<file path="config.mk">
export PLATFORM = sky130hd
export DESIGN_NAME = sgl_status_group
export DESIGN_NICKNAME = d
export VERILOG_FILES = /design/src/sgl_pkg.sv /design/src/sgl_edge_filter.sv /design/src/sgl_status_group.sv
export SDC_FILE = /design/constraint.sdc
export NUM_CORES = 1
export LEC_CHECK = 0
export BUFFER_PORTS_ARGS = -buffer_cell sky130_fd_sc_hd__buf_4
export CORE_MARGIN = 4
export CORE_UTILIZATION = 54
export DETAILED_ROUTE_END_ITERATION = 10
export PLACE_DENSITY = 0.9
export SYNTH_ARGS = -nofsm -noshare
export SYNTH_HDL_FRONTEND = slang
export SYNTH_SLANG_ARGS = --single-unit
</file>
<file path="constraint.sdc">
create_clock -name clock_i -period 3.22 [get_ports clock_i]
set_clock_uncertainty 0.2 [all_clocks]
set_input_delay 0.322 -clock clock_i [delete_from_list [all_inputs] [get_ports clock_i]]
set_output_delay 0.322 -clock clock_i [all_outputs]
set_load 0.01 [all_outputs]
</file>
<file path="src/sgl_pkg.sv">
/*
  Shared definitions for the status group event logic: register bus
  carrier, register offsets, reset values, field positions and helpers.
  Assumes a single 100 MHz clock domain and 32-bit register data.
*/
`default_nettype none

package sgl_pkg;

  localparam int unsigned GRP_W  = 16;
  localparam int unsigned ADDR_W = 8;
  localparam int unsigned DATA_W = 32;
  localparam int unsigned STB_W  = 8;
  localparam int unsigned IRQ_W  = 2;

  // register byte offsets
  localparam logic [ADDR_W-1:0] OFS_COND   = 8'h00;
  localparam logic [ADDR_W-1:0] OFS_PTR    = 8'h04;
  localparam logic [ADDR_W-1:0] OFS_NTR    = 8'h08;
  localparam logic [ADDR_W-1:0] OFS_EVENT  = 8'h0C;
  localparam logic [ADDR_W-1:0] OFS_ENABLE = 8'h10;
  localparam logic [ADDR_W-1:0] OFS_CTRL   = 8'h14;
  localparam logic [ADDR_W-1:0] OFS_ISTAT  = 8'h18;
  localparam logic [ADDR_W-1:0] OFS_IMASK  = 8'h1C;
  localparam logic [ADDR_W-1:0] OFS_SRE    = 8'h20;
  localparam logic [ADDR_W-1:0] OFS_STB    = 8'h24;

  // usable bits of a group; top bit always zero
  localparam logic [GRP_W-1:0] GRP_MASK   = 16'h7FFF;
  localparam logic [GRP_W-1:0] PTR_RST    = 16'h7FFF;
  localparam logic [GRP_W-1:0] NTR_RST    = 16'h0000;
  localparam logic [GRP_W-1:0] ENABLE_RST = 16'h0000;
  localparam logic [GRP_W-1:0] GRP_ZERO   = 16'h0000;

  // control register write bits
  localparam int unsigned CTRL_CLS_BIT    = 0;
  localparam int unsigned CTRL_PRESET_BIT = 1;

  // interrupt status bits
  localparam int unsigned IRQ_EVENT_BIT = 0;
  localparam int unsigned IRQ_SUMUP_BIT = 1;
  localparam logic [IRQ_W-1:0] IRQ_RST  = 2'h0;

  // status byte layout
  localparam int unsigned STB_GROUP_BIT = 7;
  localparam int unsigned STB_RQS_BIT   = 6;
  localparam logic [STB_W-1:0] SRE_RST  = 8'h00;
  localparam logic [STB_W-1:0] RQS_MASK = 8'hBF;

  localparam logic [DATA_W-1:0] DATA_ZERO = 32'h0000_0000;

  typedef struct packed {
    logic [ADDR_W-1:0] addr;
    logic [DATA_W-1:0] wdata;
    logic              wr;
    logic              rd;
  } sgl_bus_req_type;

  // access at one register offset
  function automatic logic sgl_hit(input logic [ADDR_W-1:0] addr,
                                   input logic              strobe,
                                   input logic [ADDR_W-1:0] ofs);
    sgl_hit = strobe && (addr == ofs);
  endfunction : sgl_hit

endpackage : sgl_pkg

`default_nettype wire

</file>
<file path="src/sgl_edge_filter.sv">
/*
  Transition filter of one status group: flags the bit positions whose
  condition change is selected by the positive and negative filters.
  Assumes current and previous condition are sampled on the same clock.
*/
`default_nettype none

module sgl_edge_filter (
  // condition now and one cycle ago
  input  wire  logic [15:0] cond_now_i,
  input  wire  logic [15:0] cond_prev_i,
  // filter settings
  input  wire  logic [15:0] ptr_i,
  input  wire  logic [15:0] ntr_i,
  // positions with a selected change
  output logic       [15:0] hit_o
);

  assign hit_o = (cond_now_i & ~cond_prev_i & ptr_i)
               | (~cond_now_i & cond_prev_i & ntr_i);

endmodule : sgl_edge_filter

`default_nettype wire

</file>
<file path="src/sgl_status_group.sv">
/*
  One status group: condition, positive and negative transition
  filters, latching event register, enable register, summary bit,
  a status byte with service request, and a level interrupt.
  Assumes synchronous inputs and a bus master with one-cycle strobes.
*/
// The placing of the registers and the plain strobed port were chosen for this implementation.
`default_nettype none

module sgl_status_group (
  // clock and reset
  input  wire  logic                    clock_i,
  input  wire  logic                    rst_n_i,
  // register port
  input  wire  sgl_pkg::sgl_bus_req_type bus_i,
  output logic [31:0]                   rdata_o,
  // monitored condition sources
  input  wire  logic [15:0]             cond_i,
  // other status byte summary sources
  input  wire  logic [7:0]              stb_src_i,
  // results
  output logic                          summary_o,
  output logic                          srq_o,
  output logic                          irq_o
);

  logic [15:0] cond_r;
  logic [15:0] cond_nxt;
  logic [15:0] ptr_r;
  logic [15:0] ntr_r;
  logic [15:0] event_r;
  logic [15:0] event_nxt;
  logic [15:0] enable_r;
  logic [15:0] hit;
  logic [1:0]  istat_r;
  logic [1:0]  istat_nxt;
  logic [1:0]  imask_r;
  logic [1:0]  imask_nxt;
  logic [7:0]  sre_r;
  logic [7:0]  sre_nxt;
  logic [7:0]  stb_nxt;
  logic        summary_nxt;
  logic        srq_nxt;
  logic        clr_stat;
  logic        preset;
  logic        wr_ptr;
  logic        wr_ntr;
  logic        wr_enable;
  logic        rd_event;
  logic        rd_istat;
  logic [31:0] rdata_nxt;

  // strobe decode
  always_comb
  begin
    clr_stat  = sgl_pkg::sgl_hit(bus_i.addr, bus_i.wr, sgl_pkg::OFS_CTRL)
                && bus_i.wdata[sgl_pkg::CTRL_CLS_BIT];
    preset    = sgl_pkg::sgl_hit(bus_i.addr, bus_i.wr, sgl_pkg::OFS_CTRL)
                && bus_i.wdata[sgl_pkg::CTRL_PRESET_BIT];
    wr_ptr    = sgl_pkg::sgl_hit(bus_i.addr, bus_i.wr, sgl_pkg::OFS_PTR);
    wr_ntr    = sgl_pkg::sgl_hit(bus_i.addr, bus_i.wr, sgl_pkg::OFS_NTR);
    wr_enable = sgl_pkg::sgl_hit(bus_i.addr, bus_i.wr,
                                 sgl_pkg::OFS_ENABLE);
    rd_event  = sgl_pkg::sgl_hit(bus_i.addr, bus_i.rd, sgl_pkg::OFS_EVENT);
    rd_istat  = sgl_pkg::sgl_hit(bus_i.addr, bus_i.rd, sgl_pkg::OFS_ISTAT);
  end

  // condition sampled each cycle, bus has no path into it
  assign cond_nxt = cond_i & sgl_pkg::GRP_MASK;

  always_ff @(posedge clock_i)
  begin
    if (!rst_n_i)
      cond_r <= sgl_pkg::GRP_ZERO;
    else
      cond_r <= cond_nxt;
  end

  // filters: only bus writes and preset touch them
  always_ff @(posedge clock_i)
  begin
    if (!rst_n_i)
    begin
      ptr_r <= sgl_pkg::PTR_RST;
      ntr_r <= sgl_pkg::NTR_RST;
    end
    else if (preset)
    begin
      ptr_r <= sgl_pkg::GRP_MASK;
      ntr_r <= sgl_pkg::GRP_ZERO;
    end
    else
    begin
      if (wr_ptr)
        ptr_r <= bus_i.wdata[15:0] & sgl_pkg::GRP_MASK;
      if (wr_ntr)
        ntr_r <= bus_i.wdata[15:0] & sgl_pkg::GRP_MASK;
    end
  end

  // next and registered condition plus both filter registers feed one filter instance
  sgl_edge_filter u_edge_filter (
    .cond_now_i  (cond_nxt),
    .cond_prev_i (cond_r),
    .ptr_i       (ptr_r),
    .ntr_i       (ntr_r),
    .hit_o       (hit)
  );

  // event latch: a new hit wins over a clear
  assign event_nxt = ((rd_event || clr_stat) ? sgl_pkg::GRP_ZERO
                                             : event_r)
                     | (hit & sgl_pkg::GRP_MASK);

  always_ff @(posedge clock_i)
  begin
    if (!rst_n_i)
      event_r <= sgl_pkg::GRP_ZERO;
    else
      event_r <= event_nxt;
  end

  always_ff @(posedge clock_i)
  begin
    if (!rst_n_i)
      enable_r <= sgl_pkg::ENABLE_RST;
    else if (wr_enable)
      enable_r <= bus_i.wdata[15:0] & sgl_pkg::GRP_MASK;
  end

  // summary from next values so it moves with the registers
  always_comb
  begin
    summary_nxt = |(event_nxt &
                    (wr_enable ? bus_i.wdata[15:0] & sgl_pkg::GRP_MASK
                               : enable_r));
    stb_nxt = stb_src_i & sgl_pkg::RQS_MASK;
    stb_nxt[sgl_pkg::STB_GROUP_BIT] = summary_nxt;
  end

  always_ff @(posedge clock_i)
  begin
    if (!rst_n_i)
      summary_o <= 1'b0;
    else
      summary_o <= summary_nxt;
  end

  // service request enable mask; request follows a mask write at once
  assign sre_nxt = sgl_pkg::sgl_hit(bus_i.addr, bus_i.wr, sgl_pkg::OFS_SRE)
                   ? bus_i.wdata[7:0] & sgl_pkg::RQS_MASK
                   : sre_r;

  always_ff @(posedge clock_i)
  begin
    if (!rst_n_i)
      sre_r <= sgl_pkg::SRE_RST;
    else
      sre_r <= sre_nxt;
  end

  assign srq_nxt = |(stb_nxt & sre_nxt);

  always_ff @(posedge clock_i)
  begin
    if (!rst_n_i)
      srq_o <= 1'b0;
    else
      srq_o <= srq_nxt;
  end

  // sticky interrupt status, read clears, set wins
  always_comb
  begin
    istat_nxt = rd_istat ? sgl_pkg::IRQ_RST : istat_r;
    if (|hit)
      istat_nxt[sgl_pkg::IRQ_EVENT_BIT] = 1'b1;
    if (summary_nxt && !summary_o)
      istat_nxt[sgl_pkg::IRQ_SUMUP_BIT] = 1'b1;
  end

  always_ff @(posedge clock_i)
  begin
    if (!rst_n_i)
      istat_r <= sgl_pkg::IRQ_RST;
    else
      istat_r <= istat_nxt;
  end

  // interrupt follows a mask write in the same cycle
  assign imask_nxt =
    sgl_pkg::sgl_hit(bus_i.addr, bus_i.wr, sgl_pkg::OFS_IMASK)
    ? bus_i.wdata[1:0] : imask_r;

  always_ff @(posedge clock_i)
  begin
    if (!rst_n_i)
      imask_r <= sgl_pkg::IRQ_RST;
    else
      imask_r <= imask_nxt;
  end

  always_ff @(posedge clock_i)
  begin
    if (!rst_n_i)
      irq_o <= 1'b0;
    else
      irq_o <= |(istat_nxt & imask_nxt);
  end

  // read mux; unmapped offsets read zero
  always_comb
  begin
    rdata_nxt = sgl_pkg::DATA_ZERO;
    if (bus_i.rd)
    begin
      case (bus_i.addr)
        sgl_pkg::OFS_COND:   rdata_nxt[15:0] = cond_r;
        sgl_pkg::OFS_PTR:    rdata_nxt[15:0] = ptr_r;
        sgl_pkg::OFS_NTR:    rdata_nxt[15:0] = ntr_r;
        sgl_pkg::OFS_EVENT:  rdata_nxt[15:0] = event_r;
        sgl_pkg::OFS_ENABLE: rdata_nxt[15:0] = enable_r;
        sgl_pkg::OFS_ISTAT:  rdata_nxt[1:0]  = istat_r;
        sgl_pkg::OFS_IMASK:  rdata_nxt[1:0]  = imask_r;
        sgl_pkg::OFS_SRE:    rdata_nxt[7:0]  = sre_r;
        sgl_pkg::OFS_STB:
        begin
          rdata_nxt[7:0] = stb_src_i & sgl_pkg::RQS_MASK;
          rdata_nxt[sgl_pkg::STB_GROUP_BIT] = summary_o;
          rdata_nxt[sgl_pkg::STB_RQS_BIT]   = srq_o;
        end
        default:             rdata_nxt = sgl_pkg::DATA_ZERO;
      endcase
    end
  end

  always_ff @(posedge clock_i)
  begin
    if (!rst_n_i)
      rdata_o <= sgl_pkg::DATA_ZERO;
    else
      rdata_o <= rdata_nxt;
  end
endmodule : sgl_status_group

`default_nettype wire

</file>
* Word-level counts from Yosys, hierarchy flattened *
Cells that the tools add are included.

operators by class
  equal/unequal tests = 9
  muxes and demuxes = 10
  bitwise logic cells = 12
  reductions and logical operators = 20

operators by type and width
  operator              count
  $pmux W6 S7           1
  $pmux W8 S5           1
  $and A16 B15 Y16      2
  $and A16 B16 Y16      2
  $eq A8 B5 Y1 const B  4
  $mux W16              2
  $reduce_or A16 Y1     2
  $pmux W2 S9           1
  $and A15 B16 Y16      1
  $eq A8 B4 Y1 const B  2
  $eq A8 B6 Y1 const B  2
  $not A15 Y16          1
  $not A16 Y16          1
  $or A16 B15 Y16       1
  $or A16 B16 Y16       1
  $logic_and A1 B1 Y1   11
  $and A8 B8 Y8         1
  $eq A8 B3 Y1 const B  1
  $logic_not A8 Y1      1
  $mux W8               1
  $reduce_or A8 Y1      1
  $mux W2               2
  $reduce_or A2 Y1      2
  $and A2 B2 Y2         1
  5 further kinds       6

word-level totals
  flip-flop bits (word level) = 125
  output and inout port bits = 35

* Logic depth before layout (Yosys ltp) *
Gate-level depths: netlist of the first run.

  word-level depth = 12
  depth in mapped cells = 10
  gate-level depth less buffers = 7

* By module *
From an unflattened synthesis of the first run, not the netlist that was laid out.

unflattened totals
  cell total of the unflattened synthesis = 533
  area total of the unflattened synthesis = 4877.2 um^2

by module, submodules not included
  module            times used  cells an instance  area each (um^2)  sequential area each (um^2)
  sgl_status_group  1           485                4556.9            2142.1
  sgl_edge_filter   1           48                 320.3             0.0

* Least setup slack after synthesis of the first run *
OpenSTA, ideal clock, no wires.

  path kind = input -> register
  from = in bus_i[36] (netlist name)
  to = reg irq_o
  data arrival time = 2.033 ns
  slack = 0.871 ns
  cell stages on the path = 9
  path through = clkbuf_1 -> and2_1 -> nand4_2 -> buf_6 -> a31oi_1 -> o22ai_1 -> nor4_2 -> nand3_1 -> a31o_1

between the ends
  longest elaborated chain between the ends = 12
  elaborated cells on any way between the ends = 24
  classes of those cells = 5 x eq/ne; 6 x mux; 3 x bitwise; 10 x reduce/logical

ends and longest elaborated chain
  item                  line                     RTL
  start, declared       sgl_status_group.sv:15   input wire sgl_pkg::sgl_bus_req_type bus_i,
  $eq A8 B5 Y1          sgl_pkg.sv:63            sgl_hit = strobe && (addr == ofs);
  $logic_and A1 B1 Y1   sgl_pkg.sv:63
  $logic_and A1 B1 Y1   sgl_status_group.sv:57   && bus_i.wdata[sgl_pkg::CTRL_CLS_BIT];
  $logic_or A1 B1 Y1    sgl_status_group.sv:111  assign event_nxt = ((rd_event || clr_stat) ? sgl_pkg::GRP_ZERO
  $mux W16              sgl_status_group.sv:111
  $or A16 B15 Y16       sgl_status_group.sv:113  | (hit & sgl_pkg::GRP_MASK);
  $and A16 B16 Y16      sgl_status_group.sv:134  summary_nxt = |(event_nxt &
  $reduce_or A16 Y1     sgl_status_group.sv:134
  $logic_and A1 B1 Y1   sgl_status_group.sv:178  if (summary_nxt && !summary_o)
  $mux W1               sgl_status_group.sv:178
  $and A2 B2 Y2 *       sgl_status_group.sv:208  irq_o <= |(istat_nxt & imask_nxt);
  $reduce_or A2 Y1 *    sgl_status_group.sv:208
  end signal, assigned  sgl_status_group.sv:208
  end, declared         sgl_status_group.sv:24   output logic irq_o

Mark *: on every way between the ends. The rest lies on a longest branch, timed or not.
A chain may end at the register's enable or synchronous reset.

* Worst setup path in the final report of the first run *
  from = in bus_i[37] (netlist name)
  to = reg irq_o

The elaborated chain is that of the path after synthesis.

==> results of run 1 <==
## synthesized netlist by cell type, types with 3 or more instances
| library cell | count |
|---|---|
| a21oi_1 | 16 |
| a222oi_1 | 21 |
| a31oi_1 | 18 |
| and2_1 | 18 |
| and3_1 | 8 |
| buf_2 | 3 |
| buf_4 | 17 |
| clkbuf_1 | 22 |
| dfxtp_1 | 107 |
| inv_1 | 8 |
| mux2_2 | 17 |
| mux2i_1 | 38 |
| nand2_1 | 61 |
| nand3_1 | 22 |
| nand3b_1 | 15 |
| nand4_1 | 3 |
| nor2_1 | 64 |
| nor4_1 | 3 |
| o21ai_0 | 15 |
| o22ai_1 | 10 |
## layout make-up
cell class | count | area share
timing repair buffer | 101 | 0.146
clock inverter | 7 | 0.0286
inverter | 9 | 0.00589
multi-input combinational | 369 | 0.401
clock buffer | 9 | 0.0216
tap | 105 | 0.0229
sequential | 107 | 0.373
## power by group
group	internal (µW)	switching [µW]
clock network	673	466
logic	105	123
registers	1350	17.9
total	2130	607
## kinds of logic (layout without fill, tap and decap cells)
group / after synthesis / count (layout) / share of synthesized area
DFF: 107 / 107 / 0.457
buffers and inverters: 54 / 126 / 0.0633
other: 1 / 16 / 0.000801
and+or+nand+nor: 208 / 208 / 0.224
muxes: 55 / 55 / 0.122
AOI/OAI and AO/OA: 90 / 90 / 0.132
## flip-flops by register name, summed over array words and instances, names as in the netlist
name       cells
enable_r      16
event_r       16
rdata_o       16
cond_r        15
ntr_r         15
ptr_r         15
sre_r          7
imask_r        2
istat_r        2
irq_o          1
srq_o          1
summary_o      1
## what timing repair did
item | CTS | global route
setup endpoints to repair | 0 | 0
hold buffers | 27 | 0
hold endpoints to repair | 29 | 0
## stage by stage
| step | std cells | power, µW | instance area [µm²] | hold WS (ps) |
|---|---|---|---|---|
| floorplan | 530 | 1510 | 4740 | 232 |
| global placement | 664 | 1580 | 5180 | 251 |
| detailed placement | 664 | 1590 | 5180 | 254 |
| CTS | 707 | 2730 | 5740 | 13.9 |
| global route | 707 | 2810 | 5740 | 13.2 |
| finish | 707 | 2730 | 5740 | 18.4 |
## path summary, 6_finish.rpt
| path | from | endpoint | slack (ps) | cells past startpoint |
|---|---|---|---|---|
| worst max-delay path | bus_i[37] | irq_o | 800 | 9 |
| worst min-delay path | bus_i[6] | ptr_r[4] | 20 | 3 |
| worst min register to register | enable_r[10] | rdata_o[10] | 270 | 2 |
| worst max register to register | cond_r[10] | irq_o | 1030 | 7 |
## layer usage
layer / GRT usage / vias to the layer above / routed length, µm
met2: 0.468 / 307 / 6870
met4: 0.117 / 0 / 474
li1: - / 1975 / -
met3: 0.0647 / 68 / 1400
met1: 0.309 / 2053 / 5100
met5: 0 / - / 0
## worst max-delay path, stage by stage
cell and delay (ps):
buf_4 220, nor3_4 360, nand4_2 120, buf_4 210
a31oi_1 350, o22ai_1 140, nor4_2 320, nand3_1 200
a31o_1 240
==> results.sh, run 1 <==
export IMPL_cts_buffer_depth=2
export IMPL_cts_setup_buffers=0
export IMPL_clock_sinks=107
export IMPL_endpoint_kind="flop"
export IMPL_critPathKind="in2reg"
export IMPL_drc=0
export IMPL_crit_arrival_ps=2500
export IMPL_ant_nets=0
export IMPL_critPathRequiredTime_ps=3300
export IMPL_p_per_area_mw_per_mm2=477
export IMPL_synth_area_leader_cell="dfxtp_1"
export IMPL_drtIter0Drc=593
export IMPL_min_path_type="in2reg"
export IMPL_cts_resized_gates=0
export IMPL_cp_max_fo=22
export IMPL_final_cell_mix="107 x dfxtp_1, 73 x buf_4, 64 x nor2_1"
export IMPL_wl_per_cell_um=19.6
export IMPL_diodes=0
export IMPL_rsz0062_at_grt="false"
export IMPL_antenna_found_initial=0
export IMPL_final_common_cell="dfxtp_1"
export IMPL_async_flop_share=0
export IMPL_syn_area_per_cell_um2=9.10
export IMPL_final_nets=665
export IMPL_dp_hpwl_um=9120
export IMPL_grt_max_degree=46
export IMPL_finalCritPeriodShare=0.752
export IMPL_grt_pass1_wl_um=21200
export IMPL_areaGrowthSynthToFinish_pct=22.4
export IMPL_slew_viol_final=0
export IMPL_cp_start_kind="input pin"
export IMPL_htreeDepth=3
export IMPL_final_util=0.688
export IMPL_clk_latency_ps=380
export IMPL_final_hold_viol_count=0
export IMPL_slew_headroom=0.452
export IMPL_worst_slack_ps=797
export IMPL_synth_top_area_share=0.457
export IMPL_pre_cts_slack_ps=464
export IMPL_peakVddDrop_mv=0.272
export IMPL_maxCapViolCount=0
export IMPL_synth_area_leaders="dfxtp_1 46%, mux2i_1 8.1%, nor2_1 5.1%"
export IMPL_setup_viol_count_final=0
export IMPL_synth_edf_count=0
export IMPL_portBuffers=66
export IMPL_cts_buffers=9
export IMPL_coreArea_mm2=0.00834
export IMPL_cts_tree="done"
export IMPL_synthFlopType="dfxtp_1"
export IMPL_first_pass_iters=9
export IMPL_die_width_um=101
export IMPL_finalSetupTns_ps=0
export IMPL_synth_seq_cells=107
export IMPL_p_leak_uw=0.00249
export IMPL_yosys_warnings=0
export IMPL_synth_seq_area_share=0.457
export IMPL_wl_um=13800
export IMPL_num_fill_cells=631
export IMPL_regArea_mm2=0.00214
export IMPL_io_pins=103
export IMPL_drive_above_1_share=0.194
export IMPL_chipHeight_um=101
export IMPL_yosys_cell_types_count=44
export IMPL_fin_crit_ps=2420
export IMPL_grt_ovfl_total=0
export IMPL_synthesis_area_mm2=0.00468
export IMPL_rows=33
export IMPL_via_count=4403
export IMPL_root_buffer="clkbuf_8"
export IMPL_grt_pass1_vias=4388
export IMPL_start_util=0.562
export IMPL_die_area_mm2=0.0102
export IMPL_outcome="complete, no violations"
export IMPL_cts_clk_slew_worst_paths_ps=100
export IMPL_vias_per_cell=6.23
export IMPL_place_congestion=0.933
export IMPL_syn_inst=515
export IMPL_multi_input_area_mm2=0.00230
export IMPL_grt_util_all_layers=0.267
export IMPL_fmax_ghz=0.413
export IMPL_worst_pin_slew_ps=819
Power figures use the tool's default switching activity.
==> run 2: changes to the inputs <==
clock period = 2.3 ns   (was 3.22 ns; I/O delays follow)
==> results.sh, run 2 (synthesis results as in run 1) <==
export IMPL_outcome="complete, no violations"
export IMPL_die_area_mm2=0.0102
export IMPL_critPathKind="in2reg"
export IMPL_min_path_type="in2reg"
export IMPL_coreArea_mm2=0.00834
export IMPL_numPlacedInstances=702
export IMPL_maxCapViolCount=0
export IMPL_final_util=0.738
export IMPL_peakVddDrop_mv=0.435
export IMPL_cts_buffers=9
export IMPL_num_fill_cells=598
export IMPL_clock_sinks=107
export IMPL_via_count=4572
export IMPL_grt_pass1_vias=4633
export IMPL_io_pins=103
export IMPL_final_cell_mix="110 x buf_4, 107 x dfxtp_1, 64 x nor2_1"
export IMPL_cp_start_kind="input pin"
export IMPL_grt_util_all_layers=0.285
export IMPL_drive_above_1_share=0.251
export IMPL_grt_max_degree=45
export IMPL_finalSetupTns_ps=0
export IMPL_rrSetupSlack_ps=150
export IMPL_fmax_ghz=0.438
export IMPL_slew_headroom=0.538
export IMPL_endpoint_kind="flop"
export IMPL_htreeDepth=3
export IMPL_fin_cells=755
export IMPL_chipHeight_um=101
export IMPL_antenna_found_initial=0
export IMPL_start_util=0.562
export IMPL_ff2ff_path_depth=7
export IMPL_crit_start="cond_i[11]"
export IMPL_drc=0
export IMPL_final_common_cell="buf_4"
export IMPL_rows=33
export IMPL_holdWs_ps=6.60
export IMPL_critPathRequiredTime_ps=2370
export IMPL_r2r_end="irq_o"
export IMPL_p_leak_uw=0.00268
export IMPL_wl_um=14700
export IMPL_slew_viol_final=0
export IMPL_wl_per_cell_um=19.5
export IMPL_cts_clk_slew_worst_paths_ps=110
export IMPL_first_pass_iters=6
export IMPL_ant_nets=0
export IMPL_crit_arrival_ps=2360
export IMPL_cts_tree="done"
export IMPL_areaGrowthSynthToFinish_pct=31.5
export IMPL_root_buffer="clkbuf_8"
export IMPL_drtIter0Drc=447
export IMPL_vias_per_cell=6.06
export IMPL_grt_ovfl_total=0
export IMPL_worst_pin_slew_ps=690
export IMPL_setup_viol_count_final=0
export IMPL_fin_crit_ps=2280
export IMPL_cp_max_fo=3
export IMPL_die_width_um=101
export IMPL_final_nets=713
export IMPL_top_regs="enable_r x16, event_r x16, rdata_o x16"
export IMPL_portBuffers=66
export IMPL_dp_hpwl_um=9600
export IMPL_grt_pass1_wl_um=22800
export IMPL_diodes=0
export IMPL_place_congestion=0.943
export IMPL_endpoint="irq_o"
export IMPL_finalCritPeriodShare=0.992
export IMPL_p_per_area_mw_per_mm2=600
export IMPL_final_hold_viol_count=0
export IMPL_cts_buffer_depth=2
export IMPL_clk_latency_ps=380
export IMPL_crit_reg2reg_launch="cond_r[11]"
run 2: changes by cell type in the layout (fill, tap and decap cells not counted), moves of 3 or more:
cell           change
buf_4             +37
dlygate4sd3_1      +7
buf_12             +3
o21ai_0            -3
o21ai_1            +3
run 2: layer usage:
metal  GRT usage  part of all wire  vias to the layer above
li1            -                 -                     2076
met1       0.334              0.38                     2158
met2       0.494              0.50                      288
met3      0.0751             0.092                       50
met4       0.117             0.031                        0
met5           0                 0                        -
run 2: stage by stage:
stage | power [µW] | instance area (µm²) | setup slack (ps)
final | 3700 | 6160 | 17.6
after floorplan | 2110 | 4740 | 43.0
after global routing | 3810 | 6160 | -148
after CTS | 3670 | 6090 | 58.3
after detailed placement | 2260 | 5500 | -288
after global placement | 2250 | 5500 | -233
run 2: report_power, final:
part	total [µW]	internal, µW	leakage [µW]	switching (µW)
Combinational	378	187	0.00169	191
Sequential	1920	1890	0.000871	25.9
Clock	1400	732	0.000118	670
Total	3700	2810	0.00268	887
run 2: how the worst min path moves through the flow:
stage	startpoint	endpoint	cells after the start
detailed placement	enable_r[11]	rdata_o[11]	2
global route	stb_src_i[4]	rdata_o[4]	3
floorplan	cond_i[0]	cond_r[0]	1
finish	stb_src_i[4]	rdata_o[4]	3
CTS	bus_i[2]	imask_r[0]	3
global placement	enable_r[12]	rdata_o[12]	2
run 2: cell type report:
class                   instances  area [µm²]  area share
clock buffers                   9         124      0.0201
clock inverters                 7         125      0.0203
inverters                       9        33.8     0.00549
flip-flops and latches        107        2140       0.348
repair buffers                149        1260       0.204
multi-input cells             369        2340       0.381
well taps                     105         131      0.0213
run 2: timing repair:
action | CTS | global route
endpoints found under the hold margin | 61 | 0
buffers inserted | 0 | 3
hold buffers | 34 | 0
resized for setup | 0 | 11
setup endpoints to repair | 0 | 3
run 2: worst max-delay path: stages:
cell	delay, ps
dlygate4sd3_1	550
buf_4	150
nand3b_1	70
o21ai_0	170
a31oi_1	300
o22ai_1	150
nor4_2	310
nand3_1	190
a31o_1	240
